[src/hw/leak_monitor_pkg.sv]
// Constants, register map and state types of the leak and break monitor
package leak_monitor_pkg;

    // Clock and timing in their own units
    localparam longint unsigned CLK_HZ = 100_000_000;
    localparam longint unsigned FIRST_CHECK_S = 2;
    localparam longint unsigned CHECK_PERIOD_S = 7;
    localparam longint unsigned CHECK_PULSE_MS = 200;
    localparam longint unsigned DETECT_LIMIT_S = 10;
    localparam longint unsigned AC_TONE_CHZ = 375;
    localparam longint unsigned FLASH_HZ = 1;

    // Cycle counts; divided times round down
    localparam longint unsigned FIRST_CHECK_CYC = CLK_HZ * FIRST_CHECK_S;
    localparam longint unsigned CHECK_PERIOD_CYC = CLK_HZ * CHECK_PERIOD_S;
    localparam longint unsigned CHECK_PULSE_CYC = (CLK_HZ * CHECK_PULSE_MS) / 1000;
    localparam longint unsigned DETECT_LIMIT_CYC = CLK_HZ * DETECT_LIMIT_S;
    localparam longint unsigned AC_HALF_CYC = (CLK_HZ * 100) / (2 * AC_TONE_CHZ);
    localparam longint unsigned FLASH_HALF_CYC = CLK_HZ / (2 * FLASH_HZ);

    // Upper limits of the four detection ranges, in kilohm
    localparam int unsigned RANGE0_KOHM = 250;
    localparam int unsigned RANGE1_KOHM = 600;
    localparam int unsigned RANGE2_KOHM = 5000;
    localparam int unsigned RANGE3_KOHM = 50000;
    localparam logic [1:0] RANGE_LARGEST = 2'h3;

    // Register byte offsets
    localparam logic [3:0] REG_CTRL = 4'h0;
    localparam logic [3:0] REG_STATUS = 4'h4;
    localparam logic [3:0] REG_CHECKS = 4'h8;
    localparam logic [3:0] REG_LEVEL = 4'hc;

    // Control fields
    localparam int CTRL_RANGE_LSB = 0;
    localparam int CTRL_RANGE_W = 3;
    localparam int CTRL_POL_BIT = 3;
    localparam int CTRL_TRIM_LSB = 8;
    localparam int TRIM_W = 8;
    localparam logic [2:0] RANGE_SW_RESET = 3'h0;
    localparam logic POL_RESET = 1'b0;
    localparam logic [7:0] TRIM_RESET = 8'hff;

    // Status fields
    localparam int STAT_LEAK_BIT = 0;
    localparam int STAT_BREAK_BIT = 1;
    localparam int STAT_CHECK_BIT = 2;
    localparam int STAT_TONE_BIT = 3;
    localparam int STAT_RANGE_LSB = 4;
    localparam int STAT_INDIC_BIT = 6;
    localparam int STAT_OUT_BIT = 7;

    localparam int SENSE_W = 8;

    typedef enum logic [1:0] {
        ST_POWER_UP,
        ST_MONITOR,
        ST_CHECK,
        ST_BROKEN
    } seq_state_t;

endpackage

[src/hw/level_sync.sv]
// Two-flop synchroniser for pin-level inputs
`timescale 1ns/10ps
module level_sync #(
    parameter int W = 1
) (
    input wire logic clk_i,
    input wire logic nrst_i,
    input wire logic [W-1:0] d_i,
    output logic [W-1:0] q_o
);
    logic [W-1:0] meta_q;

    always_ff @(posedge clk_i or negedge nrst_i) begin
        if (!nrst_i) begin
            meta_q <= '0;
            q_o <= '0;
        end else begin
            meta_q <= d_i;
            q_o <= meta_q;
        end
    end
endmodule

[src/hw/square_div.sv]
// Enabled square-wave divider; output low and phase reset while disabled
`timescale 1ns/10ps
module square_div #(
    parameter int unsigned HALF_CYC = 4,
    parameter int W = 32
) (
    input wire logic clk_i,
    input wire logic nrst_i,
    input wire logic en_i,
    output logic sq_o
);
    logic [W-1:0] cnt_q;
    wire half_done = (cnt_q == W'(HALF_CYC - 1));

    if (HALF_CYC < 1 || longint'(HALF_CYC) >= (longint'(1) << W)) begin : g_chk
        $error("square_div: HALF_CYC out of range");
    end

    always_ff @(posedge clk_i or negedge nrst_i) begin
        if (!nrst_i) begin
            cnt_q <= '0;
            sq_o <= 1'b0;
        end else if (!en_i) begin
            cnt_q <= '0;
            sq_o <= 1'b0;
        end else if (half_done) begin
            cnt_q <= '0;
            sq_o <= !sq_o;
        end else begin
            cnt_q <= cnt_q + W'(1);
        end
    end
endmodule

[src/hw/leak_monitor.sv]
// Leak and break monitor sequencer with Avalon-MM register slave
//
// What this block does
// [RQ1] Drive low-frequency AC tone while monitoring
// [RQ2] Compare returned level against set threshold
// [RQ3] Leak: steady indicator, output active
// [RQ4] First check by 2 s, then every 7 s
// [RQ5] 200 ms DC pulse, AC stopped meanwhile
// [RQ6] Pulse returned: band intact, resume monitoring
// [RQ7] No return: break, flash indicator, output active
// [RQ8] Check only across drive and sense pair
// [RQ9] Leak flagged: missing return still means break
// [RQ10] Break state suppresses all leak reporting
// [RQ11] Break latched until power is cycled
// [RQ12] Four ranges; trim sets threshold within
// [RQ13] Undefined switch setting selects largest range
// [RQ14] Polarity chooses output on or off
// [RQ15] Three switches select upper ranges; none lowest
// [RQ16] Polarity applies to leak and break alike
// [RQ17] Break reported within ten seconds
// [RQ18] Break flash toggles at about 1 Hz
// [RQ19] Leak samples taken only outside check window
`timescale 1ns/10ps
module leak_monitor
    import leak_monitor_pkg::*;
#(
    parameter int unsigned FIRST_CYC = 32'(FIRST_CHECK_CYC),
    parameter int unsigned PERIOD_CYC = 32'(CHECK_PERIOD_CYC),
    parameter int unsigned PULSE_CYC = 32'(CHECK_PULSE_CYC),
    parameter int unsigned TONE_HALF_CYC = 32'(AC_HALF_CYC),
    parameter int unsigned FLASH_CYC = 32'(FLASH_HALF_CYC),
    parameter int CNT_W = 32
) (
    // Clock and power-on reset
    input wire logic clk_i,
    input wire logic nrst_i,
    // Avalon-MM slave
    input wire logic [3:0] address_i,
    input wire logic read_i,
    input wire logic write_i,
    input wire logic [3:0] byteenable_i,
    input wire logic [31:0] writedata_i,
    output logic [31:0] readdata_o,
    output logic waitrequest_o,
    // Band front end
    input wire logic [SENSE_W-1:0] sense_level_i,
    input wire logic dc_return_i,
    output logic ac_enable_o,
    output logic ac_tone_o,
    output logic dc_pulse_o,
    output logic [1:0] range_o,
    output logic [SENSE_W-1:0] threshold_o,
    // Indicator and switched output
    output logic indicator_o,
    output logic detect_out_o
);

    if (PULSE_CYC < 1 || PULSE_CYC >= PERIOD_CYC || FIRST_CYC < 1) begin : g_chk_time
        $error("leak_monitor: check timing parameters inconsistent");
    end
    if (longint'(PERIOD_CYC) >= (longint'(1) << CNT_W)) begin : g_chk_width
        $error("leak_monitor: CNT_W too small for check period");
    end
    // A break just after a check is reported at the end of the next window
    if (longint'(PERIOD_CYC) + longint'(PULSE_CYC) > longint'(DETECT_LIMIT_CYC)) begin : g_chk_limit
        $error("leak_monitor: check period exceeds break report limit");
    end

    // Switch decode: one switch per upper range, none for the lowest
    function automatic logic [1:0] range_decode(input logic [2:0] sw);
        case (sw)
            3'h0: range_decode = 2'h0; // RQ15
            3'h1: range_decode = 2'h1; // RQ15
            3'h2: range_decode = 2'h2; // RQ15
            3'h4: range_decode = 2'h3; // RQ15
            default: range_decode = RANGE_LARGEST; // RQ13
        endcase
    endfunction

    // Byte-lane merge for register writes
    function automatic logic [31:0] lane_merge(input logic [31:0] old,
                                               input logic [31:0] wd,
                                               input logic [3:0] be);
        logic [31:0] res;
        res = old;
        for (int i = 0; i < 4; i++) begin
            if (be[i]) begin
                res[i*8 +: 8] = wd[i*8 +: 8];
            end
        end
        lane_merge = res;
    endfunction

    // Synchronised pin inputs
    logic [SENSE_W-1:0] sense_s;
    logic ret_s;

    level_sync #(
        .W(SENSE_W + 1)
    ) u_sync (
        .clk_i(clk_i),
        .nrst_i(nrst_i),
        .d_i({sense_level_i, dc_return_i}),
        .q_o({sense_s, ret_s})
    );

    // Control register state
    logic [2:0] range_sw_q;
    logic [2:0] range_sw_d;
    logic pol_q;
    logic pol_d;
    logic [TRIM_W-1:0] trim_q;
    logic [TRIM_W-1:0] trim_d;

    // Sequencer state
    seq_state_t state_q;
    seq_state_t state_d;
    logic [CNT_W-1:0] tmr_q;
    logic [CNT_W-1:0] tmr_d;
    logic seen_q;
    logic seen_d;
    logic leak_q;
    logic leak_d;
    logic brk_q;
    logic brk_d;
    logic [15:0] checks_q;
    logic [15:0] checks_d;

    // Bus answer state
    logic wait_q;
    logic wait_d;
    logic [31:0] rdata_q;
    logic [31:0] rdata_d;

    // Front-end output flops
    logic ac_en_q;
    logic ac_en_d;
    logic dc_q;
    logic dc_d;
    logic [1:0] range_q;
    logic [SENSE_W-1:0] thr_q;
    logic [SENSE_W-1:0] thr_d;
    logic ind_q;
    logic ind_d;
    logic out_q;
    logic out_d;
    // Sense lags the pins by two flops, so the window echoes after it ends
    logic [1:0] quiet_q;
    logic [1:0] quiet_d;

    // Tone and flash generators
    logic tone;
    logic flash;

    square_div #(
        .HALF_CYC(TONE_HALF_CYC),
        .W(CNT_W)
    ) u_tone (
        .clk_i(clk_i),
        .nrst_i(nrst_i),
        .en_i(ac_en_d),
        .sq_o(tone)
    );

    square_div #(
        .HALF_CYC(FLASH_CYC),
        .W(CNT_W)
    ) u_flash (
        .clk_i(clk_i),
        .nrst_i(nrst_i),
        .en_i(brk_q),
        .sq_o(flash)
    );

    // Bus decode
    wire req = read_i | write_i;
    wire accept = req & wait_q;
    wire wr_take = write_i & ~wait_q;
    wire hit_ctrl = (address_i == REG_CTRL);
    wire hit_status = (address_i == REG_STATUS);
    wire hit_checks = (address_i == REG_CHECKS);
    wire hit_level = (address_i == REG_LEVEL);

    wire [31:0] ctrl_word = {16'h0000, trim_q, 4'h0, pol_q, range_sw_q};
    wire [31:0] ctrl_new = lane_merge(ctrl_word, writedata_i, byteenable_i);
    wire [31:0] status_word = {24'h000000, out_q, ind_q, range_q, ac_tone_o,
                               (state_q == ST_CHECK), brk_q, leak_q};
    wire [31:0] checks_word = {16'h0000, checks_q};
    wire [31:0] level_word = {8'h00, thr_q, 8'h00, sense_s};
    wire [31:0] read_word = hit_ctrl ? ctrl_word :
                            hit_status ? status_word :
                            hit_checks ? checks_word :
                            hit_level ? level_word : 32'h00000000;

    // One wait cycle, then answer; waitrequest idles high
    assign wait_d = ~accept;
    assign rdata_d = (accept & read_i) ? read_word : rdata_q;

    assign range_sw_d = (wr_take & hit_ctrl) ?
        ctrl_new[CTRL_RANGE_LSB +: CTRL_RANGE_W] : range_sw_q;
    assign pol_d = (wr_take & hit_ctrl) ? ctrl_new[CTRL_POL_BIT] : pol_q;
    assign trim_d = (wr_take & hit_ctrl) ? ctrl_new[CTRL_TRIM_LSB +: TRIM_W] : trim_q;

    // Higher trim means more sensitive, so a lower voltage trips it
    wire [1:0] range_sel = range_decode(range_sw_q); // RQ12
    assign thr_d = ~trim_q; // RQ12
    // Strict, so a dry band at full trim is no leak
    wire over_thr = (sense_s > thr_q); // RQ2

    // Sequencer timing
    wire tmr_end_first = (tmr_q == CNT_W'(FIRST_CYC - 1));
    wire tmr_end_pulse = (tmr_q == CNT_W'(PULSE_CYC - 1));
    wire tmr_end_gap = (tmr_q == CNT_W'(PERIOD_CYC - PULSE_CYC - 1));
    // Return seen at any point of the window counts, set wins at the end
    wire returned = seen_q | ret_s; // RQ8

    always_comb begin
        state_d = state_q;
        tmr_d = tmr_q + CNT_W'(1);
        seen_d = seen_q;
        brk_d = brk_q; // RQ11
        checks_d = checks_q;
        case (state_q)
            ST_POWER_UP: begin
                if (tmr_end_first) begin
                    state_d = ST_CHECK; // RQ4
                    tmr_d = '0;
                    seen_d = 1'b0;
                end
            end
            ST_MONITOR: begin
                if (tmr_end_gap) begin
                    state_d = ST_CHECK; // RQ4
                    tmr_d = '0;
                    seen_d = 1'b0;
                end
            end
            ST_CHECK: begin
                seen_d = returned; // RQ8
                if (tmr_end_pulse) begin // RQ5
                    tmr_d = '0;
                    checks_d = checks_q + 16'h0001;
                    if (returned) begin
                        state_d = ST_MONITOR; // RQ6
                    end else begin
                        // Holds whether or not a leak is flagged
                        state_d = ST_BROKEN; // RQ7 RQ9 RQ17
                        brk_d = 1'b1; // RQ7
                    end
                end
            end
            ST_BROKEN: begin
                // No exit: only power-on reset leaves this state
                tmr_d = tmr_q;
                brk_d = 1'b1; // RQ11
            end
            default: begin
                state_d = ST_BROKEN;
                brk_d = 1'b1;
            end
        endcase
    end

    // Leak decision only from samples outside the check window
    assign quiet_d = {quiet_q[0], ~dc_q}; // RQ19
    wire sampling = ((state_q == ST_MONITOR) || (state_q == ST_POWER_UP)) &&
                    (&quiet_q); // RQ19
    assign leak_d = brk_d ? 1'b0 : // RQ10
                    sampling ? over_thr : leak_q; // RQ2 RQ19

    // Excitation: AC in power-up and monitoring, DC pulse inside the window
    assign ac_en_d = (state_d == ST_MONITOR) || (state_d == ST_POWER_UP); // RQ1 RQ5
    assign dc_d = (state_d == ST_CHECK); // RQ5 RQ8

    // Steady for leak, flashing for break
    assign ind_d = brk_q ? flash : leak_q; // RQ3 RQ7 RQ18
    // Polarity low: output on at detection; high: output off
    assign out_d = (leak_q | brk_q) ^ pol_q; // RQ3 RQ14 RQ16

    always_ff @(posedge clk_i or negedge nrst_i) begin
        if (!nrst_i) begin
            wait_q <= 1'b1;
            rdata_q <= 32'h00000000;
            range_sw_q <= RANGE_SW_RESET;
            pol_q <= POL_RESET;
            trim_q <= TRIM_RESET;
        end else begin
            wait_q <= wait_d;
            rdata_q <= rdata_d;
            range_sw_q <= range_sw_d;
            pol_q <= pol_d;
            trim_q <= trim_d;
        end
    end

    always_ff @(posedge clk_i or negedge nrst_i) begin
        if (!nrst_i) begin
            state_q <= ST_POWER_UP;
            tmr_q <= '0;
            seen_q <= 1'b0;
            leak_q <= 1'b0;
            brk_q <= 1'b0;
            checks_q <= 16'h0000;
            quiet_q <= '1;
        end else begin
            state_q <= state_d;
            tmr_q <= tmr_d;
            seen_q <= seen_d;
            leak_q <= leak_d;
            brk_q <= brk_d;
            checks_q <= checks_d;
            quiet_q <= quiet_d;
        end
    end

    always_ff @(posedge clk_i or negedge nrst_i) begin
        if (!nrst_i) begin
            ac_en_q <= 1'b0;
            dc_q <= 1'b0;
            range_q <= RANGE_LARGEST;
            thr_q <= ~TRIM_RESET;
            ind_q <= 1'b0;
            out_q <= POL_RESET;
        end else begin
            ac_en_q <= ac_en_d;
            dc_q <= dc_d;
            range_q <= range_sel;
            thr_q <= thr_d;
            ind_q <= ind_d;
            out_q <= out_d;
        end
    end

    assign waitrequest_o = wait_q;
    assign readdata_o = rdata_q;
    assign ac_enable_o = ac_en_q;
    assign ac_tone_o = tone; // RQ1
    assign dc_pulse_o = dc_q;
    assign range_o = range_q;
    assign threshold_o = thr_q;
    assign indicator_o = ind_q;
    assign detect_out_o = out_q;

endmodule

[config.mk]
export PLATFORM = sky130hd
export DESIGN_NAME = leak_monitor
export DESIGN_NICKNAME = d
export VERILOG_FILES = /design/src/hw/leak_monitor_pkg.sv /design/src/hw/level_sync.sv /design/src/hw/square_div.sv /design/src/hw/leak_monitor.sv
export SDC_FILE = /design/constraint.sdc
export NUM_CORES = 1
export LEC_CHECK = 0
export BUFFER_PORTS_ARGS = -buffer_cell sky130_fd_sc_hd__buf_2
export CORE_ASPECT_RATIO = 2
export CORE_MARGIN = 1
export CORE_UTILIZATION = 59
export DETAILED_ROUTE_END_ITERATION = 8
export GPL_TIMING_DRIVEN = 0
export PLACE_DENSITY = 0.8
export SLEW_MARGIN = 10
export SYNTH_ARGS = -nofsm -noshare
export SYNTH_HDL_FRONTEND = slang
export SYNTH_SLANG_ARGS = --single-unit
[constraint.sdc]
create_clock -name clk_i -period 3.4 [get_ports clk_i]
set_clock_uncertainty 0.15 [all_clocks]
set_input_delay 0 -clock clk_i [delete_from_list [all_inputs] [get_ports clk_i]]
set_output_delay 0 -clock clk_i [all_outputs]
set_load 0.01 [all_outputs]
After elaboration in Yosys (flattened, before gate mapping):

Index checks and enable logic that the tools add are counted.

* register bits after elaboration: 198
* input port bits: 53
* output and inout port bits: 48
* word-level logic and storage cells: 107

* $add $sub $neg: 4
* magnitude comparators: 1
* equality and inequality tests: 19
* multiplexer cells: 31
* bitwise operators: 12
* reduce and logical (&&, ||, !) cells: 16

Operators by type and width (count)
* 2-to-1 mux 32 bit: 7
* adder 32 x 1 -> 32 bit, second input constant: 3
* 2-to-1 mux 24 bit: 4
* case mux 32 bit (3 select lines): 1
* equality test 32 x 24 -> 1 bit, second input constant: 1
* equality test 32 x 25 -> 1 bit, second input constant: 1
* equality test 32 x 26 -> 1 bit, second input constant: 1
* equality test 32 x 28 -> 1 bit, second input constant: 1
* equality test 32 x 30 -> 1 bit, second input constant: 1
* adder 16 x 1 -> 16 bit, second input constant: 1
* case mux 2 bit (3 select lines): 2
* 2-to-1 mux 1 bit: 11
* equality test 4 bit, second input constant: 2
* greater-than comparator 8 bit: 1
* 2-to-1 mux 2 bit: 4
* NOT 8 bit: 1
* AND reduction 2 bit: 4
* equality test 2 bit, second input constant: 3
* AND 1 bit: 4
* equality test 2 x 1 -> 1 bit, second input constant: 2
* equality test 4 x 3 -> 1 bit, second input constant: 1
* zero test 2 bit: 2
* zero test 4 bit: 1
* inequality test 2 x 1 -> 1 bit, second input constant: 2
* other kinds (15): 22

Depth between registers and ports, before layout:

* depth after elaboration: 7
* gate-level depth with buffers: 9
* depth with buffers taken out: 8

Cells and area by module:

Synthesis repeated with hierarchy kept, for this count alone.

* cell total of the unflattened synthesis: 956
* area total of the unflattened synthesis: 9566.7 sq um

Modules (own cells, without submodules)
* leak_monitor: instances 1, cells an instance 540, area each 5417.7 sq um, sequential area each 2668.8 sq um
* square_div at u_tone: instances 1, cells an instance 207, area each 1886.8 sq um, sequential area each 825.8 sq um
* square_div at u_flash: instances 1, cells an instance 191, area each 1811.7 sq um, sequential area each 825.8 sq um
* level_sync: instances 1, cells an instance 18, area each 450.4 sq um, sequential area each 450.4 sq um

Worst setup path before layout:

OpenSTA, ideal clock, no wires.

* kind: reg2reg
* start: register state_q[0]
* end: register tmr_q[26]
* setup time: 119 ps
* arrival time: 2101 ps
* data required time: 3131 ps
* slack: 1030 ps
* stages on the path, launching flop included: 9
* path buffers: 1
* clock period less this slack: 2370 ps
* cells stage by stage: dfrtp_1 ha_1 clkbuf_1 nand4b_1 nor3_1 nand4_1 nor3_1 xnor2_1 nor2_1

* cells in the longest elaborated chain, start to end: 2
* elaborated cells on any way between the ends: 5
* classes of those cells: eq/ne (3); mux (1); reduce/logical (1)

RTL lines
* start, declared: RTL line leak_monitor.sv:116 `seq_state_t state_q;`
* start signal, assigned: RTL line leak_monitor.sv:306 `state_q <= state_d;`
* equality test 2 bit (tied with other cells): RTL line leak_monitor.sv:223 `case (state_q)`
* case mux 32 bit (3 select lines): RTL line leak_monitor.sv:223
* end signal, assigned: RTL line leak_monitor.sv:307 `tmr_q <= tmr_d;`
* end, declared: RTL line leak_monitor.sv:118 `logic [CNT_W-1:0] tmr_q;`

Several ways; a longest one is shown, not always the timed one.
A chain may end at the register's enable or synchronous reset.

Final worst setup path:

Same ends and word-level chain as after synthesis.

==> qor.json <==
{
  "run_status": {
    "status": "complete, but fails checks",
    "violations": "negative hold slack"
  },
  "job": {
    "maxCapViolCount": 0
  },
  "clock_network": {
    "cts.sinks": 190,
    "ctsHtreeMaxLevel": 4,
    "cts_tree": "done",
    "tritoncts.num_buffers": 17,
    "clkTransAtPathRegs_ps": 80,
    "cts_repair_resize_count": 0,
    "cts_max_path_buffers": 2,
    "clk_root_buffer_cell": "clkbuf_16",
    "insertion_delay_to_the_later_sink_of_the_worst_skew_pair_ps": 440
  },
  "timing": {
    "whs_ps": -15.2,
    "timing.slew.headroom_pct": 26.8,
    "final_critical_path_share_of_the_clock_period_pct": 87.0,
    "final_hold_violating_endpoints": 30,
    "slew_violations": 0,
    "fmaxAchievable_mhz": 338,
    "min_period_ps": 2960,
    "rsz0062_at_grt": "no",
    "worst_pin_slew_ps": 1100,
    "timing.final.setup_violations": 0
  },
  "drt": {
    "drt_first_iter_violations": 394,
    "post_drt_wl_per_cell_um": 18.0,
    "route.final.wire_length_um": 21500,
    "detailroute.via_count": 7006,
    "drtAntennaViolNets": 0,
    "drc_errors": 0,
    "dr.pass1.iters": 5,
    "via_per_inst": 5.84
  },
  "final_layout": {
    "syn2layout_area_growth_pct": 17.9,
    "layout-drive-gt1-share_pct": 16.6,
    "final_cell_area_um2": 10500,
    "nets": 1061,
    "insertedDiodeCount": 0,
    "number_of_fill_cells_in_the_layout": 1124
  },
  "yosys": {
    "synthCells": 860,
    "synth_seq_cells": 190,
    "post_synth.cell_area_avg_um2": 10.4,
    "synth-compound-area-share_pct": 6.08,
    "ys.warnings.count": 0,
    "xor_xnor_cell_area_share_of_the_yosys_netlist_pct": 10.4,
    "muxShareOfSynthArea_pct": 1.77,
    "synth-edff-count": 0,
    "post_synth_instance_area_um2": 8930,
    "async_reset_ff_share_pct": 100,
    "synth_area_leaders": "dfrtp_1, xnor2_1, nor2_1",
    "synth_flop_cell": "dfrtp_1",
    "post-synth-top-area-cell": "dfrtp_1",
    "synth_simple_gate_area_share_pct": 22.1,
    "ys_seq_area_share_pct": 53.4,
    "synth.top_cell.area_share_pct": 49.6,
    "synth_top_family_by_area": "simple AND/OR/NAND/NOR gates",
    "synthAdderAreaFrac_pct": 2.38,
    "synth.distinct_cells": 57
  },
  "worst_setup_path": {
    "r2r.worst_path.cells": 8,
    "critPathMaxStageDelay_ps": 680,
    "crit_type": "flop to flop",
    "crit_slowest_cell": "nor3_1",
    "crit_fanout": 8,
    "critPathBufInv": 1,
    "r2r_end": "tmr_q[26]",
    "crit_arrival_ps": 3140,
    "family_of_cells_with_the_greatest_summed_delay_on_the_critical_path": "simple AND/OR/NAND/NOR gates",
    "start_kind": "flop",
    "timing.critical_path.required_ps": 3580,
    "cp-end-kind": "flop",
    "crit_chain": "ha_1, clkbuf_1, nand4b_1, nor3_1, nand4_1, nor3_1, xnor2_1, nor2_1",
    "startpoint_of_the_worst_register_to_register_path": "state_q[0]",
    "path_common_cell": "nor3_1",
    "setup.reg_to_reg.worst_slack_ps": 440
  },
  "place": {
    "detailed_place.area_um2": 9590,
    "io_buffers": 70,
    "gp_congestion": 0.873,
    "dp_hpwl_um": 14000
  },
  "power_and_ir_drop": {
    "share_comb_of_total_power_pct": 7.3,
    "p_sw_share_pct": 25.2,
    "clock_power_share_pct": 42.2,
    "p_leak_nw": 4.81,
    "power_density_nw_per_um2": 453,
    "peakVddDrop_mv": 0.330,
    "seqPwrFrac_pct": 50.6,
    "switching_power_mw": 1.20,
    "internal_power_mw": 3.57
  },
  "global_routing": {
    "number_of_global_route_vias_before_repair": 7012,
    "grt_overflow": 0,
    "track_usage_pct": 29.3,
    "grt_antenna_before_repair": 0,
    "wire_length_of_the_first_global_routing_pass_um": 34500,
    "maximum_number_of_pins_on_one_net_before_global_route_repair": 116
  },
  "die": {
    "initial_cell_density_of_the_core_pct": 60.2,
    "design.die.area_um2": 15700,
    "die_y_um": 176,
    "core.rowCount": 63,
    "coreArea_um2": 14800,
    "floorplan.die.width_um": 89.0,
    "io_pins": 101
  },
  "min_path": {
    "worstHoldPathType": "input port to async pin"
  }
}
cell type report:
type,instances,area [µm²],share of cell area [%]
tap,195,244,2.32
inverter,33,124,1.18
sequential,190,4770,45.3
clock inverter,13,150,1.43
buffer,39,218,2.07
timing repair buffer,105,728,6.92
multi-input combinational,605,3850,36.6
clock buffer,19,443,4.21
layout by cell type (no fill, tap or decap), types with 26 or more instances in the layout:
master         synthesis  layout
dfrtp_1              177     177
nor2_1               127     127
buf_2                  3      72
nand2_1               64      64
xnor2_1               56      56
xor2_1                50      50
nand3_1               41      41
dlygate4sd3_1          0      34
inv_1                 33      33
nand4_1               32      32
and3_1                26      26
o21ai_0               26      26
sequential cells by signal, indices dropped and copies added, names as in the netlist, 8 cells and up:
signal / count
checks_q: 16
u_sync.q_o: 9
threshold_o: 8
u_sync.meta_q: 9
u_flash.cnt_q: 32
trim_q: 8
tmr_q: 32
readdata_o: 24
u_tone.cnt_q: 32
worst max path at each step:
| stage | cells after the start | slack [ps] | end | start |
|---|---|---|---|---|
| 6_report | 8 | 440 | tmr_q[26] | state_q[0] |
| 5_1_grt | 8 | 140 | tmr_q[26] | state_q[0] |
| 4_1_cts | 8 | 380 | tmr_q[26] | state_q[0] |
| 3_5_place_dp | 8 | 400 | tmr_q[26] | state_q[0] |
| 3_3_place_gp | 1 | -810 | u_tone.cnt_q[15] | nrst_i |
| 2_1_floorplan | 8 | 1030 | tmr_q[26] | state_q[0] |
worst register-to-register path: cells and delay by family, from the launching register on:
| family | cells | cell delay, ps |
|---|---|---|
| xor gates and xnor gates | 1 | 150 |
| adders and majority gates | 1 | 200 |
| buffers and inverters | 1 | 210 |
| DFF | 1 | 420 |
| and+or+nand+nor | 5 | 1710 |
timing repair:
action | in CTS | in global routing
hold buffers | 34 | 0
setup buffers | 0 | 0
hold endpoints to repair | 206 | 0
per-layer routing:
| layer | up-vias | track usage, % | share of wire (%) |
|---|---|---|---|
| li1 | 3190 | - | - |
| met1 | 3458 | 32.1 | 36 |
| met2 | 259 | 50.4 | 54 |
| met3 | 99 | 5.28 | 4.0 |
| met4 | 0 | 19.1 | 5.7 |
| met5 | - | 0 | 0 |
logic make-up (layout without fill, tap and decap cells):
group           after synthesis  after routing
flops                       190            190
other cells                   1              8
fa+ha+maj                    17             17
xor+xnor                    106            106
compound gates               79             79
simple gates                381            381
mux                          14             14
buf+inv                      72            209
cells in the mapped netlist, types with 18 or more instances:
cell,number
and3_1,26
nand2_1,64
inv_1,33
nand4_1,32
nor2_1,127
dfrtp_1,177
xnor2_1,56
o21ai_0,26
clkbuf_1,18
nand3_1,41
buf_4,18
xor2_1,50
stage by stage:
| stage | cells | setup TNS, ps | util, % | power (mW) | setup slack, ps |
|---|---|---|---|---|---|
| 6_report | 1199 | 0 | 71.0 | 4.77 | 444 |
| 5_1_grt | 1199 | 0 | 71.0 | 4.92 | 141 |
| 4_1_cts | 1199 | 0 | 71.0 | 4.77 | 376 |
| 3_5_place_dp | 1133 | 0 | 64.7 | 2.74 | 396 |
| 3_3_place_gp | 1132 | -138240 | 64.4 | 2.72 | -806 |
| 2_1_floorplan | 867 | 0 | - | 2.58 | 1030 |
power by group through the flow:
stage | combinational (mW) | sequential, mW | clock (mW)
floorplan | 0.139 | 2.44 | 0
global placement | 0.275 | 2.45 | 0
detailed placement | 0.290 | 2.45 | 0
CTS | 0.332 | 2.41 | 2.03
global route | 0.377 | 2.41 | 2.13
finish | 0.347 | 2.41 | 2.01
Power figures use the tool's default switching activity.
